===== src/rtl/sabp_pkg.sv =====
// Purpose: shared constants and types of the capture register bank
// Assumes: byte addresses on a 7-bit serial address field
// Notes: counts and offsets live here only
package sabp_pkg;
    localparam logic [6:0] ADDR_AVG01 = 7'h06;
    localparam logic [6:0] ADDR_AVG23 = 7'h08;
    localparam logic [6:0] ADDR_PTR = 7'h0a;
    localparam logic [6:0] ADDR_REC = 7'h0c;
    localparam logic [6:0] ADDR_X = 7'h0e;
    localparam logic [6:0] ADDR_Y = 7'h10;
    localparam logic [6:0] ADDR_Z = 7'h12;
    localparam logic [15:0] AVG01_RST = 16'h0108;
    localparam logic [15:0] AVG23_RST = 16'h0101;
    localparam logic [15:0] PTR_RST = 16'h0000;
    localparam logic [15:0] REC_RST = 16'h0000;
    localparam logic [1:0] MODE_MANUAL = 2'h0;
    localparam logic [1:0] MODE_AUTO = 2'h1;
    localparam logic [1:0] MODE_TIME = 2'h2;
    localparam logic [1:0] MODE_STREAM = 2'h3;
    localparam logic [11:0] PTR_MAX_SPEC = 12'h7ff;
    localparam logic [11:0] PTR_MAX_TIME = 12'hfff;
    localparam logic [11:0] SAMPLE_LAST = 12'hfff;
    localparam logic [3:0] SPEC_REC_MAX = 4'h9;
    localparam logic [4:0] STAT_REC_MAX = 5'h1f;
    localparam logic [3:0] FRAME_LAST_BIT = 4'hf;
    typedef struct packed {
        logic wr;
        logic [6:0] addr;
        logic [7:0] data;
    } sabp_frame_s;
    typedef struct packed {
        logic [15:0] x;
        logic [15:0] y;
        logic [15:0] z;
    } sabp_axes_s;
endpackage


===== src/rtl/sabp_serial_port.sv =====
// Purpose: 16-bit serial frame slave, clock idles high, sampled on rise
// Assumes: serial clock well below a quarter of the system clock
// Notes: the answer word is preloaded while select is high
`timescale 1ns/10ps
module sabp_serial_port
(
    input wire logic clk_sys_in,
    input wire logic nrst_in,
    input wire logic sclk_in,
    input wire logic cs_n_in,
    input wire logic mosi_in,
    input wire logic [15:0] tx_word_in,
    output logic miso_out,
    output sabp_pkg::sabp_frame_s frame_out,
    output logic frame_valid_out
);
    import sabp_pkg::*;
    logic [1:0] sclk_s;
    logic [1:0] cs_s;
    logic [1:0] mosi_s;
    logic sclk_q;
    logic [3:0] bit_cnt;
    logic [15:0] rx_sh;
    logic [15:0] tx_sh;
    logic rise;
    logic fall;

    always_ff @(posedge clk_sys_in)
    begin
        if (!nrst_in)
        begin
            sclk_s <= 2'h3;
            cs_s <= 2'h3;
            mosi_s <= 2'h0;
            sclk_q <= 1'b1;
        end
        else
        begin
            sclk_s <= {sclk_s[0], sclk_in};
            cs_s <= {cs_s[0], cs_n_in};
            mosi_s <= {mosi_s[0], mosi_in};
            sclk_q <= sclk_s[1];
        end
    end

    assign rise = sclk_s[1] & ~sclk_q & ~cs_s[1];
    assign fall = ~sclk_s[1] & sclk_q & ~cs_s[1];

    always_ff @(posedge clk_sys_in)
    begin
        if (!nrst_in)
        begin
            bit_cnt <= 4'h0;
            rx_sh <= 16'h0000;
        end
        else if (cs_s[1])
            bit_cnt <= 4'h0;
        else if (rise)
        begin
            rx_sh <= {rx_sh[14:0], mosi_s[1]};
            bit_cnt <= bit_cnt + 4'h1;
        end
    end

    always_ff @(posedge clk_sys_in)
    begin
        if (!nrst_in)
        begin
            frame_out <= '0;
            frame_valid_out <= 1'b0;
        end
        else
        begin
            frame_valid_out <= rise && bit_cnt == FRAME_LAST_BIT;
            if (rise && bit_cnt == FRAME_LAST_BIT)
                frame_out <= {rx_sh[14:0], mosi_s[1]};
        end
    end

    always_ff @(posedge clk_sys_in)
    begin
        if (!nrst_in)
            tx_sh <= 16'h0000;
        else if (cs_s[1])
            tx_sh <= tx_word_in;
        else if (fall)
            tx_sh <= {tx_sh[14:0], 1'b0};
    end

    assign miso_out = tx_sh[15];
endmodule // sabp_serial_port


===== src/rtl/sabp_capture_regs.sv =====
// Purpose: averaging counts, capture sequencing, sample and record pointers
// Assumes: sample_in shows the user buffer word at buf_index_out
// Notes: sequencer handshakes come from logic on the same clock
`timescale 1ns/10ps

// Notes on behaviour
// - low averaging register: rate one high, zero low
// - low averaging register resets to eight and one
// - capture 4096, transform, accumulate until count reached
// - measure supply and temperature after every capture
// - more averages means longer record generation
// - high averaging register: rate three, two; ones
// - pointer clears at end of each capture
// - each axis output read advances pointer, except in streaming mode
// - pointer wraps to zero past its maximum
// - pointer maximum follows selected operating mode
// - pointer write loads all three axis outputs
// - spectral record 0..9 loads user buffers
// - statistics record 0..31 loads statistics buffers
// - stored modes advance only after whole word
// - mode codes: manual, automatic, time capture, streaming
module sabp_capture_regs
(
    input wire logic clk_sys_in,
    input wire logic nrst_in,
    input wire logic sclk_in,
    input wire logic cs_n_in,
    input wire logic mosi_in,
    output logic miso_out,
    input wire logic [1:0] op_mode_in,
    input wire logic [1:0] rate_sel_in,
    input wire logic capture_start_in,
    input wire logic sample_valid_in,
    input wire logic fft_done_in,
    input wire logic avg_done_in,
    input wire sabp_pkg::sabp_axes_s sample_in,
    output logic [11:0] buf_index_out,
    output sabp_pkg::sabp_axes_s axes_out,
    output logic fft_start_out,
    output logic measure_out,
    output logic accum_out,
    output logic avg_start_out,
    output logic capture_done_out,
    output logic busy_out,
    output logic spectral_load_out,
    output logic [3:0] spectral_rec_out,
    output logic stat_load_out,
    output logic [4:0] stat_rec_out
);
    import sabp_pkg::*;
    typedef enum {S_IDLE, S_CAPTURE, S_FFT, S_AVERAGE, S_FINISH} sabp_state_e;

    sabp_state_e state;
    sabp_frame_s frame;
    logic frame_valid;
    logic [15:0] tx_word;
    logic [15:0] avg01;
    logic [15:0] avg23;
    logic [11:0] ptr;
    logic [15:0] rec_sel;
    logic [11:0] samp_cnt;
    logic [7:0] rec_cnt;
    logic [7:0] rec_target;
    logic fetch_pend;
    logic wr;
    logic rd;
    logic ptr_wr;
    logic ptr_inc;
    logic rd_axis;
    logic [11:0] next_ptr;
    logic [15:0] ptr_wr_word;

    // ---------------------------------------------------------------
    // helpers
    // ---------------------------------------------------------------
    function automatic logic [15:0] put_byte(input logic [15:0] old,
        input logic [7:0] data, input logic hi);
        put_byte = hi ? {data, old[7:0]} : {old[15:8], data};
    endfunction

    function automatic logic [11:0] ptr_max(input logic [1:0] mode);
        ptr_max = (mode == MODE_TIME) ? PTR_MAX_TIME : PTR_MAX_SPEC;
    endfunction

    function automatic logic [7:0] count_for(input logic [1:0] rate,
        input logic [15:0] a01, input logic [15:0] a23);
        logic [7:0] c;
        c = 8'h00;
        case (rate)
            2'h0: c = a01[7:0];
            2'h1: c = a01[15:8];
            2'h2: c = a23[7:0];
            default: c = a23[15:8];
        endcase
        // zero is out of range; run it as a single record
        count_for = (c == 8'h00) ? 8'h01 : c;
    endfunction

    // ---------------------------------------------------------------
    // serial port and decode
    // ---------------------------------------------------------------
    sabp_serial_port u_port
    (
        .clk_sys_in(clk_sys_in),
        .nrst_in(nrst_in),
        .sclk_in(sclk_in),
        .cs_n_in(cs_n_in),
        .mosi_in(mosi_in),
        .tx_word_in(tx_word),
        .miso_out(miso_out),
        .frame_out(frame),
        .frame_valid_out(frame_valid)
    );

    assign wr = frame_valid & frame.wr;
    assign rd = frame_valid & ~frame.wr;
    assign ptr_wr = wr && {frame.addr[6:1], 1'b0} == ADDR_PTR;
    assign rd_axis = rd && ({frame.addr[6:1], 1'b0} == ADDR_X
        || {frame.addr[6:1], 1'b0} == ADDR_Y
        || {frame.addr[6:1], 1'b0} == ADDR_Z);
    // a word frame carries both bytes; streaming keeps the buffers idle
    assign ptr_inc = rd_axis && op_mode_in != MODE_STREAM;

    // ---------------------------------------------------------------
    // averaging counts
    // ---------------------------------------------------------------
    always_ff @(posedge clk_sys_in)
    begin
        if (!nrst_in)
        begin
            avg01 <= AVG01_RST;
            avg23 <= AVG23_RST;
        end
        else if (wr && {frame.addr[6:1], 1'b0} == ADDR_AVG01)
            avg01 <= put_byte(avg01, frame.data, frame.addr[0]);
        else if (wr && {frame.addr[6:1], 1'b0} == ADDR_AVG23)
            avg23 <= put_byte(avg23, frame.data, frame.addr[0]);
    end

    // ---------------------------------------------------------------
    // sample pointer
    // ---------------------------------------------------------------
    assign ptr_wr_word = put_byte({4'h0, ptr}, frame.data, frame.addr[0]);

    always_comb
    begin
        next_ptr = ptr;
        if (state == S_FINISH)
            next_ptr = 12'h000;
        else if (ptr_wr)
            // top nibble is dropped; a value past the mode limit folds
            next_ptr = ptr_wr_word[11:0] & ptr_max(op_mode_in);
        else if (ptr_inc)
            next_ptr = (ptr >= ptr_max(op_mode_in)) ? 12'h000
                : ptr + 12'h001;
    end

    always_ff @(posedge clk_sys_in)
    begin
        if (!nrst_in)
            ptr <= PTR_RST[11:0];
        else
            ptr <= next_ptr;
    end

    assign buf_index_out = ptr;

    // new index is shown one cycle, then the three words are taken
    always_ff @(posedge clk_sys_in)
    begin
        if (!nrst_in)
        begin
            fetch_pend <= 1'b0;
            axes_out <= '0;
        end
        else
        begin
            fetch_pend <= ptr_wr | ptr_inc | state == S_FINISH
                | spectral_load_out;
            if (fetch_pend)
                axes_out <= sample_in;
        end
    end

    // ---------------------------------------------------------------
    // record selector
    // ---------------------------------------------------------------
    always_ff @(posedge clk_sys_in)
    begin
        if (!nrst_in)
        begin
            rec_sel <= REC_RST;
            spectral_load_out <= 1'b0;
            stat_load_out <= 1'b0;
        end
        else
        begin
            spectral_load_out <= 1'b0;
            stat_load_out <= 1'b0;
            if (wr && {frame.addr[6:1], 1'b0} == ADDR_REC)
            begin
                rec_sel <= put_byte(rec_sel, frame.data, frame.addr[0]);
                if (!frame.addr[0] && frame.data[3:0] <= SPEC_REC_MAX)
                    spectral_load_out <= 1'b1;
                if (frame.addr[0] && frame.data[4:0] <= STAT_REC_MAX)
                    stat_load_out <= 1'b1;
            end
        end
    end

    assign spectral_rec_out = rec_sel[3:0];
    assign stat_rec_out = rec_sel[12:8];

    // ---------------------------------------------------------------
    // read answers, shifted out on the following frame
    // ---------------------------------------------------------------
    always_ff @(posedge clk_sys_in)
    begin
        if (!nrst_in)
            tx_word <= 16'h0000;
        else if (rd)
        begin
            case ({frame.addr[6:1], 1'b0})
                ADDR_AVG01: tx_word <= avg01;
                ADDR_AVG23: tx_word <= avg23;
                ADDR_PTR: tx_word <= {4'h0, ptr};
                ADDR_REC: tx_word <= rec_sel;
                ADDR_X: tx_word <= axes_out.x;
                ADDR_Y: tx_word <= axes_out.y;
                ADDR_Z: tx_word <= axes_out.z;
                default: tx_word <= 16'h0000;
            endcase
        end
    end

    // ---------------------------------------------------------------
    // capture sequencer; each extra average adds a full pass
    // ---------------------------------------------------------------
    always_ff @(posedge clk_sys_in)
    begin
        if (!nrst_in)
        begin
            state <= S_IDLE;
            samp_cnt <= 12'h000;
            rec_cnt <= 8'h00;
            rec_target <= 8'h01;
            fft_start_out <= 1'b0;
            measure_out <= 1'b0;
            accum_out <= 1'b0;
            avg_start_out <= 1'b0;
        end
        else
        begin
            fft_start_out <= 1'b0;
            measure_out <= 1'b0;
            accum_out <= 1'b0;
            avg_start_out <= 1'b0;
            case (state)
                S_IDLE:
                    if (capture_start_in && op_mode_in != MODE_STREAM)
                    begin
                        state <= S_CAPTURE;
                        samp_cnt <= 12'h000;
                        rec_cnt <= 8'h00;
                        rec_target <= count_for(rate_sel_in, avg01,
                            avg23);
                    end
                S_CAPTURE:
                    if (sample_valid_in)
                    begin
                        samp_cnt <= samp_cnt + 12'h001;
                        if (samp_cnt == SAMPLE_LAST)
                        begin
                            measure_out <= 1'b1;
                            if (op_mode_in == MODE_TIME)
                                state <= S_FINISH;
                            else
                            begin
                                fft_start_out <= 1'b1;
                                state <= S_FFT;
                            end
                        end
                    end
                S_FFT:
                    if (fft_done_in)
                    begin
                        accum_out <= 1'b1;
                        rec_cnt <= rec_cnt + 8'h01;
                        samp_cnt <= 12'h000;
                        if (rec_cnt + 8'h01 == rec_target)
                        begin
                            avg_start_out <= 1'b1;
                            state <= S_AVERAGE;
                        end
                        else
                            state <= S_CAPTURE;
                    end
                S_AVERAGE:
                    if (avg_done_in)
                        state <= S_FINISH;
                S_FINISH:
                    state <= S_IDLE;
                default:
                    state <= S_IDLE;
            endcase
        end
    end

    assign capture_done_out = state == S_FINISH;
    assign busy_out = state != S_IDLE;
endmodule // sabp_capture_regs


===== config.mk =====
export PLATFORM = sky130hd
export DESIGN_NAME = sabp_capture_regs
export DESIGN_NICKNAME = d
export VERILOG_FILES = /design/src/rtl/sabp_pkg.sv /design/src/rtl/sabp_serial_port.sv /design/src/rtl/sabp_capture_regs.sv
export SDC_FILE = /design/constraint.sdc
export NUM_CORES = 1
export LEC_CHECK = 0
export ABC_AREA = 1
export BUFFER_PORTS_ARGS = -buffer_cell sky130_fd_sc_hd__buf_2
export CAP_MARGIN = 20
export CORE_MARGIN = 2
export CORE_UTILIZATION = 30
export CTS_CLUSTER_DIAMETER = 30
export CTS_CLUSTER_SIZE = 20
export DETAILED_ROUTE_END_ITERATION = 8
export HOLD_SLACK_MARGIN = 0.15
export PLACE_DENSITY = 0.52
export RECOVER_POWER = 100
export SETUP_SLACK_MARGIN = 0.1
export SKIP_LAST_GASP = 1
export SYNTH_ARGS = -nofsm -noshare
export SYNTH_HDL_FRONTEND = slang
export SYNTH_SLANG_ARGS = --single-unit

===== constraint.sdc =====
create_clock -name clk_sys_in -period 4.81 [get_ports clk_sys_in]
set_input_delay 0.2405 -clock clk_sys_in [delete_from_list [all_inputs] [get_ports clk_sys_in]]
set_output_delay 0.2405 -clock clk_sys_in [all_outputs]
set_load 0.05 [all_outputs]

==> results.toml, run 1 <==
[routing]
drc = 0
dr.first_iter.drc_count = 674
vias = 9607
drtAntennaViolNets = 0
via_per_inst = 4.93
routed_wl_um = 31300
dr.pass1.iters = 5
wl_per_cell_um = 16.0

[placement]
routabilityCongestion = 0.907
hpwlAfterDp_um = 21800
io_buffers = 138
placed_area_mm2 = 0.0106

[floorplanning]
fp-row-count = 65
io_pins = 139
die_w_um = 184
die_h_um = 184
dieArea_mm2 = 0.0338
start_util = 0.306
core_mm2 = 0.0317

[sta]
worst-slew-pin-transition_ps = 3100
tns_ps = 0
fmax_ghz = 0.310
hold_violations = 0
rsz0062_at_grt = "false"
hold-worst-slack_ps = 156
post-route-min-period_ps = 3230
post-route-period-util = 0.672
slew_violations = 129
setup_violations = 0
slew_headroom = -1.07
finalClockSkew_ps = 32.2

[logic_synthesis]
ys_dominant_reg_cell = "dfxtp_1"
synth_edf_count = 0
synth_cells = 1320
synth.most_common_cell = "dfxtp_1"
async_flop_share = 0
synth_seq_area_share = 0.456
ys_warn_count = 0
yosys.area.top_type = "dfxtp_1"
syn-mean-instance-area_um2 = 7.34
ys_top_cells_by_area = "dfxtp_1 46%, o21ai_0 9.6%, nand2_1 7.4%, nor2_1 6.9%, a21oi_1 6.3%"
synth_fp_nets = 1386
synth.distinct_cells = 47
syn_area_mm2 = 0.00969
ys_ff_latch = 221
yosys.area.top_type_share = 0.456
synthTopCellsByCount = "221 x dfxtp_1, 190 x nand2_1, 185 x o21ai_0"

[worst_setup_path]
regToRegStartpoint = "u_port.frame_out[9]"
cp-startpoint = "u_port.frame_out[9]"
slowest_delay_ps = 790
required_ps = 5280
r2r_slack_ps = 1580
crit_chain = "inv_1 -> nor2_1 -> clkinv_1 -> nor2_1 -> inv_1 -> nand3_1 -> nand3_1 -> nand2_1 -> o21ai_0 -> a31oi_1"
crit_arrival_ps = 3700
critical_path_class = "register to register"
slowest_stage = "nor2_1"
reg2reg_depth = 10
critPathLaunchType = "register"
crit_path_end_kind = "register"
endpoint = "buf_index_out[2]"
worstPathMaxFanout = 16
r2r_end = "buf_index_out[2]"

[clock_tree]
cts_resized = 0
cts_sinks = 221
ctsHoldBuffers = 53
cts_buffers = 52
cts_htree_levels = 2
post_cts_buffers = 0
clock_latency_ps = 560
clkTransAtPathRegs_ps = 40
cts_tree = "done"
cts_root_buf = "clkbuf_16"
clock_path_buffers = 3

[final_layout]
synthToLayoutAreaGrowth_pct = 31.6
multi_input_area_mm2 = 0.00430
final_area_mm2 = 0.0128
drive_above_1_share = 0.113
nets = 1569
fill_cells = 3292
regArea_mm2 = 0.00442
diodes = 0

[power]
powerDensity_mw_per_mm2 = 450
ir_worst_vdd_v = 0.000256
totalPowerFinal_mw = 5.74
p_leak_nw = 5.02

[global_routing]
antenna_found_initial = 0
grt_pass1_vias = 9063
grt_overflow = 0
grt_pass1_wl_um = 49000
grt_usage = 0.183
grt_max_degree = 81

[status]
status = "finished with violations"
violations = "capacitance limit, slew limit"

[flow_run]
maxCapViolCount = 2

[hold_path]
min_path_type = "input port to register"
[per-layer routing]
layer / GRT usage / part of all wire / wire [um] / vias up
met5: 0 / 0 / 0 / -
met4: 0.0653 / 0.028 / 880 / 0
met3: 0.0388 / 0.060 / 1890 / 59
met2: 0.286 / 0.45 / 14000 / 298
met1: 0.248 / 0.47 / 14600 / 4447
li1: - / - / - / 4803
[stage by stage]
stage,setup slack (ps),cells,utilization
after floorplan,2650,1320,-
after global placement,2280,1797,0.334
after detailed placement,2250,1797,0.334
after CTS,2210,1948,0.409
after global routing,1170,1949,0.402
final,1580,1949,0.402
[report_power, final]
| part | total, mW | internal [mW] | leakage [nW] | switching, mW |
|---|---|---|---|---|
| logic | 0.236 | 0.0902 | 2.33 | 0.146 |
| registers | 1.88 | 1.86 | 1.78 | 0.0194 |
| clock network | 3.62 | 2.53 | 0.905 | 1.09 |
[cell type report]
class / count / share of cell area
multi-input cells: 890 / 0.337
flip-flops and latches: 221 / 0.347
clock inverters: 25 / 0.0265
inverters: 142 / 0.0418
clock buffers: 73 / 0.118
repair buffers: 196 / 0.0905
well taps: 402 / 0.0394
[worst max-delay path, delay by kind of cell, from the launching register on]
family / cells / cell delay (ps)
AOI/OAI and AO/OA: 2 / 360
and+or+nand+nor: 5 / 1890
buffers and inverters: 3 / 510
DFF: 1 / 380
[layout by cell type (no fill, tap or decap), types with 5 or more instances in the layout]
cell and instances:
o211ai_1 6, nand2_1 192, a21oi_1 122, clkbuf_8 12, clkbuf_1 90, a22oi_1 14
dfxtp_1 221, inv_1 133, clkinv_1 8, a211oi_1 5, dlygate4sd3_1 53, or2_2 7
nand4_1 10, o21ai_0 188, o22ai_1 18, nand3_1 59, clkbuf_16 52, buf_2 58
a311oi_1 12, nor2_1 190, a31oi_1 13, nor3_1 11, ha_1 5, bufinv_16 7
clkinv_2 12
[kinds of logic after synthesis]
| group | share of synthesized area |
|---|---|
| compound gates | 0.223 |
| simple gates | 0.223 |
| xor+xnor | 0.00452 |
| fa+ha+maj | 0.00645 |
| flops | 0.456 |
| buf+inv | 0.0870 |
[worst min path at each step]
stage | startpoint | cells after the start | slack (ps) | end
global route | sample_valid_in | 5 | 190 | measure_out
global placement | u_port.mosi_s[0] | 2 | 400 | u_port.mosi_s[1]
floorplan | mosi_in | 2 | 340 | u_port.mosi_s[0]
finish | sample_valid_in | 5 | 160 | samp_cnt[1]
CTS | op_mode_in[1] | 5 | 160 | state[2]
detailed placement | u_port.sclk_s[0] | 1 | 410 | u_port.sclk_s[1]
[state kept, by name, indices dropped and copies added, names as in the netlist, 12 cells and up]
signal            flops
u_port.tx_sh         16
avg01                16
avg23                16
tx_word              16
u_port.rx_sh         15
samp_cnt             12
u_port.frame_out     16
axes_out             48
buf_index_out        12
rec_sel              16
Note: power is estimated with default switching activity, not from simulation.
==> run 2: changes to the inputs <==
==> constraint.sdc (replaced) <==
create_clock -name clk_sys_in -period 3.3 [get_ports clk_sys_in]
set_input_delay 0.165 -clock clk_sys_in [delete_from_list [all_inputs] [get_ports clk_sys_in]]
set_output_delay 0.165 -clock clk_sys_in [all_outputs]
set_load 0.05 [all_outputs]
==> results.toml, run 2 (synthesized netlist as in run 1, its figures left out) <==
[worst_setup_path]
path_delay_family = "simple AND/OR/NAND/NOR gates"
slowest_stage = "nor2_1"
crit_arrival_ps = 3100
required_ps = 3730
slowest_delay_ps = 770
worstPathMaxFanout = 13
critical_path_class = "register to register"
crit_chain = "nor2_1 -> nand3_1 -> nor2_1 -> inv_2 -> nand3_1 -> nand3_4 -> nand2_1 -> o21ai_0 -> a31oi_1 -> nor2_1"
r2r_slack_ps = 630
cp_common_cell = "nor2_1"
crit_buf_inv = 1
critPathLaunchType = "register"
regToRegStartpoint = "u_port.frame_out[13]"
reg2reg_depth = 10
r2r_end = "buf_index_out[9]"
crit_path_end_kind = "register"

[sta]
post-route-period-util = 0.809
hold-worst-slack_ps = 148
rsz0062_at_grt = "false"
hold_violations = 0
finalClockSkew_ps = 23.3
post-route-min-period_ps = 2670
fmax_ghz = 0.375
setup_violations = 0
slew_violations = 0
tns_ps = 0
worst-slew-pin-transition_ps = 1280
slew_headroom = 0.147

[power]
p_leak_nw = 5.06
ir_worst_vdd_v = 0.000353
powerDensity_mw_per_mm2 = 650
switching_power_mw = 1.82
p_comb_frac = 0.043
netSwitchingFraction = 0.217
p_int_mw = 6.55
pwr-share-seq = 0.327
p_clk_frac = 0.630

[final_layout]
synthToLayoutAreaGrowth_pct = 32.9
nets = 1581
fill_cells = 3286
drive_above_1_share = 0.121
final_common_cell = "dfxtp_1"
top_register = "axes_out"
most-common-layout-cells = "221 x dfxtp_1, 191 x nor2_1, 191 x nand2_1, 186 x o21ai_0, 132 x inv_1"
diodes = 0
largest_reg_flops = 48

[routing]
drtAntennaViolNets = 0
vias = 9625
dr.pass1.iters = 5
routed_wl_um = 31800
via_per_inst = 4.92
drc = 0
wl_per_cell_um = 16.2
dr.first_iter.drc_count = 626

[global_routing]
grt_max_degree = 76
antenna_found_initial = 0
grt_usage = 0.187
grt_overflow = 0
grt_pass1_wl_um = 49600
grt_pass1_vias = 9044

[floorplanning]
core_mm2 = 0.0317
die_h_um = 184
io_pins = 139
fp-row-count = 65
start_util = 0.306
die_w_um = 184
dieArea_mm2 = 0.0338

[clock_tree]
post_cts_buffers = 0
cts_tree = "done"
cts_sinks = 221
clock_latency_ps = 550
cts_root_buf = "clkbuf_16"
clock_path_buffers = 3
cts_htree_levels = 2
cts_buffers = 50
clkTransAtPathRegs_ps = 50

[placement]
hpwlAfterDp_um = 22100
routabilityCongestion = 0.898
io_buffers = 138

[hold_path]
hold_path_end = "state[2]"
min_path_type = "input port to register"
hp-start = "capture_start_in"
whs_path_depth = 5

[status]
status = "complete, no violations"

[flow_run]
maxCapViolCount = 0
[run 2: tightest hold or removal path, delay by kind of cell]
kind	cells	cell delay, ps
buf+inv	1	100
compound gates	1	80
simple gates	3	290
[run 2: through the flow]
step / power [mW] / area [um2] / cells / util / setup slack, ps
after floorplan: 2.99 / 9690 / 1320 / - / 1140
after global placement: 3.10 / 10700 / 1806 / 0.337 / 1070
after detailed placement: 3.10 / 10700 / 1806 / 0.337 / 972
after CTS: 8.46 / 13100 / 1958 / 0.413 / 965
after global routing: 8.63 / 12900 / 1958 / 0.406 / 372
final: 8.37 / 12900 / 1958 / 0.406 / 630
[run 2: layout make-up]
type,count,area (um2),share of cell area
Tap cell,402,503,0.0390
Clock buffer,66,1460,0.113
Clock inverter,27,368,0.0285
Inverter,142,533,0.0414
Multi-Input combinational cell,890,4330,0.336
Sequential cell,221,4420,0.343
Timing Repair Buffer,210,1270,0.0986
[run 2: routing by layer]
| layer | GRT usage | share of wire |
|---|---|---|
| met5 | 0 | 0 |
| met3 | 0.0359 | 0.068 |
| met2 | 0.300 | 0.45 |
| met4 | 0.0627 | 0.027 |
| met1 | 0.250 | 0.45 |
[run 2: what timing repair did]
action	in CTS	in global routing
endpoints found under the hold margin	59	0
gates resized for setup	0	0
hold buffers	59	0
[run 2: power by group through the flow]
stage	combinational [mW]	clock (mW)	sequential, mW
floorplan	0.194	0	2.80
global placement	0.317	0	2.78
detailed placement	0.319	0	2.78
CTS	0.374	5.35	2.73
global route	0.404	5.49	2.74
finish	0.362	5.27	2.74
[run 2: worst max-delay path by stage]
stage | startpoint | end | slack [ps] | depth (start not counted)
3_3_place_gp | u_port.sclk_s[1] | u_port.frame_out[14] | 1070 | 9
2_1_floorplan | state[2] | buf_index_out[9] | 1140 | 6
6_report | u_port.frame_out[13] | buf_index_out[9] | 630 | 10
5_1_grt | u_port.sclk_s[1] | u_port.frame_out[14] | 370 | 9
4_1_cts | u_port.sclk_s[1] | u_port.frame_out[7] | 970 | 9
3_5_place_dp | u_port.sclk_s[1] | u_port.frame_out[7] | 970 | 9
==> run 3: changes to the inputs <==
--- a/config.mk
+++ b/config.mk
@@ -14,7 +14,7 @@
 export CTS_CLUSTER_SIZE = 20
 export DETAILED_ROUTE_END_ITERATION = 8
 export HOLD_SLACK_MARGIN = 0.15
-export PLACE_DENSITY = 0.52
+export PLACE_DENSITY = 0.54
 export RECOVER_POWER = 100
 export SETUP_SLACK_MARGIN = 0.1
 export SKIP_LAST_GASP = 1
==> constraint.sdc (replaced) <==
create_clock -name clk_sys_in -period 2.3 [get_ports clk_sys_in]
set_input_delay 0.115 -clock clk_sys_in [delete_from_list [all_inputs] [get_ports clk_sys_in]]
set_output_delay 0.115 -clock clk_sys_in [all_outputs]
set_load 0.05 [all_outputs]
==> results.toml, run 3 (synthesized netlist as in run 1, its figures left out) <==
[status]
status = "complete, no violations"

[final_layout]
largest_reg_flops = 48
most-common-layout-cells = "221 x dfxtp_1, 192 x nand2_1, 188 x nor2_1, 185 x o21ai_0, 133 x inv_1"
nets = 1593
diodes = 0
top_register = "axes_out"
synthToLayoutAreaGrowth_pct = 33.3
final_common_cell = "dfxtp_1"
drive_above_1_share = 0.128

[sta]
tns_ps = 0
finalClockSkew_ps = 13.9
final.setup.worst_slack_ps = 174
setup_violations = 0
slew_headroom = 0.142
post-route-min-period_ps = 2130
slew_violations = 0
post-route-period-util = 0.924
hold_violations = 0
fmax_ghz = 0.470
rsz0062_at_grt = "false"
worst-slew-pin-transition_ps = 1290

[clock_tree]
post_cts_buffers = 0
cts_sinks = 221
clkTransAtPathRegs_ps = 50
clock_latency_ps = 540
cts_tree = "done"
clock_path_buffers = 3
cts_htree_levels = 2
cts_root_buf = "clkbuf_16"
cts_buffers = 48

[worst_setup_path]
regToRegStartpoint = "u_port.frame_out[9]"
cp_common_cell = "a21oi_1"
cp-startpoint = "u_port.frame_out[9]"
crit_chain = "inv_2 -> nor2_1 -> nand4_2 -> clkbuf_1 -> o22ai_1 -> a21oi_1 -> nand2_1 -> o21ai_0 -> a21oi_1"
crit_arrival_ps = 2520
required_ps = 2700
crit_path_end_kind = "register"
slowest_delay_ps = 500
crit_buf_inv = 2
path_delay_family = "compound AO/OA/AOI/OAI gates"
critical_path_class = "register to register"
worstPathMaxFanout = 12
slowest_stage = "clkbuf_1"
critPathLaunchType = "register"

[global_routing]
grt_overflow = 0
grt_pass1_vias = 9178
grt_usage = 0.190
antenna_found_initial = 0
grt_pass1_wl_um = 50400
grt_max_degree = 132

[routing]
drtAntennaViolNets = 0
drc = 0
wl_per_cell_um = 16.3
vias = 9662
dr.pass1.iters = 5
via_per_inst = 4.91
routed_wl_um = 32100
dr.first_iter.drc_count = 712

[power]
netSwitchingFraction = 0.223
p_clk_frac = 0.614
powerDensity_mw_per_mm2 = 894
p_int_mw = 8.98
p_comb_frac = 0.046
p_leak_nw = 5.10
pwr-share-seq = 0.340
ir_worst_vdd_v = 0.000468
switching_power_mw = 2.58

[floorplanning]
die_h_um = 184
start_util = 0.306
die_w_um = 184
fp-row-count = 65
io_pins = 139
dieArea_mm2 = 0.0338
core_mm2 = 0.0317

[placement]
hpwlAfterDp_um = 22700
place_ws_ps = 425
io_buffers = 138
routabilityCongestion = 0.898

[hold_path]
hp-start = "capture_start_in"
min_path_type = "input port to register"

[flow_run]
maxCapViolCount = 0
[run 3: changes by cell type in the layout (fill, tap and decap cells not counted), sizes merged]
cell / change
buf: +9
bufinv: -2
clkbuf: +2
dlygate4sd3: +1
[run 3: worst min-delay path, delay by kind of cell]
kind | cells | cell delay (ps)
compound gates | 2 | 190
buf+inv | 1 | 100
simple gates | 3 | 240
[run 3: what timing repair did]
| item | 4_1_cts | 5_1_grt |
|---|---|---|
| endpoints found under the hold margin | 63 | 0 |
| endpoints found under the setup margin | 0 | 1 |
| gates resized for setup | 0 | 2 |
| hold buffers | 60 | 0 |
[run 3: final timing paths]
check,to,slack [ps],depth (start not counted)
setup reg to reg,tx_word[10],170,9
setup / recovery,tx_word[10],170,9
hold reg to reg,u_port.mosi_s[1],400,2
hold / removal,state[0],150,6
[run 3: area by class of cell]
class | instances | area [um2]
clock buffer | 64 | 1380
clock inverter | 25 | 337
fill | 3307 | 18800
inverter | 142 | 533
multi-input combinational | 890 | 4380
sequential | 221 | 4420
tap | 402 | 503
timing repair buffer | 224 | 1370
[run 3: power by group through the flow]
stage               sequential, mW  combinational (mW)  clock (mW)
floorplan                     4.02               0.279           0
global placement              4.00               0.464           0
detailed placement            4.00               0.464           0
CTS                           3.93               0.543        7.22
global route                  3.93               0.588        7.44
finish                        3.93               0.526        7.10
[run 3: per-layer routing]
metal | global-route usage | up-vias | routed length [um] | part of all wire
met5 | 0 | - | 0 | 0
met3 | 0.0341 | 71 | 1790 | 0.056
met2 | 0.297 | 280 | 14300 | 0.44
met1 | 0.255 | 4461 | 14800 | 0.46
met4 | 0.0864 | 0 | 1230 | 0.038
li1 | - | 4850 | - | -
[run 3: stage by stage]
stage           util  hold slack [ps]  cell area [um2]  cells  power, mW
2_1_floorplan      -              213             9690   1320       4.30
3_3_place_gp   0.340              300            10800   1819       4.46
3_5_place_dp   0.340              304            10800   1819       4.46
4_1_cts        0.413              157            13100   1968       11.7
5_1_grt        0.407              205            12900   1968       12.0
6_report       0.407              152            12900   1968       11.6
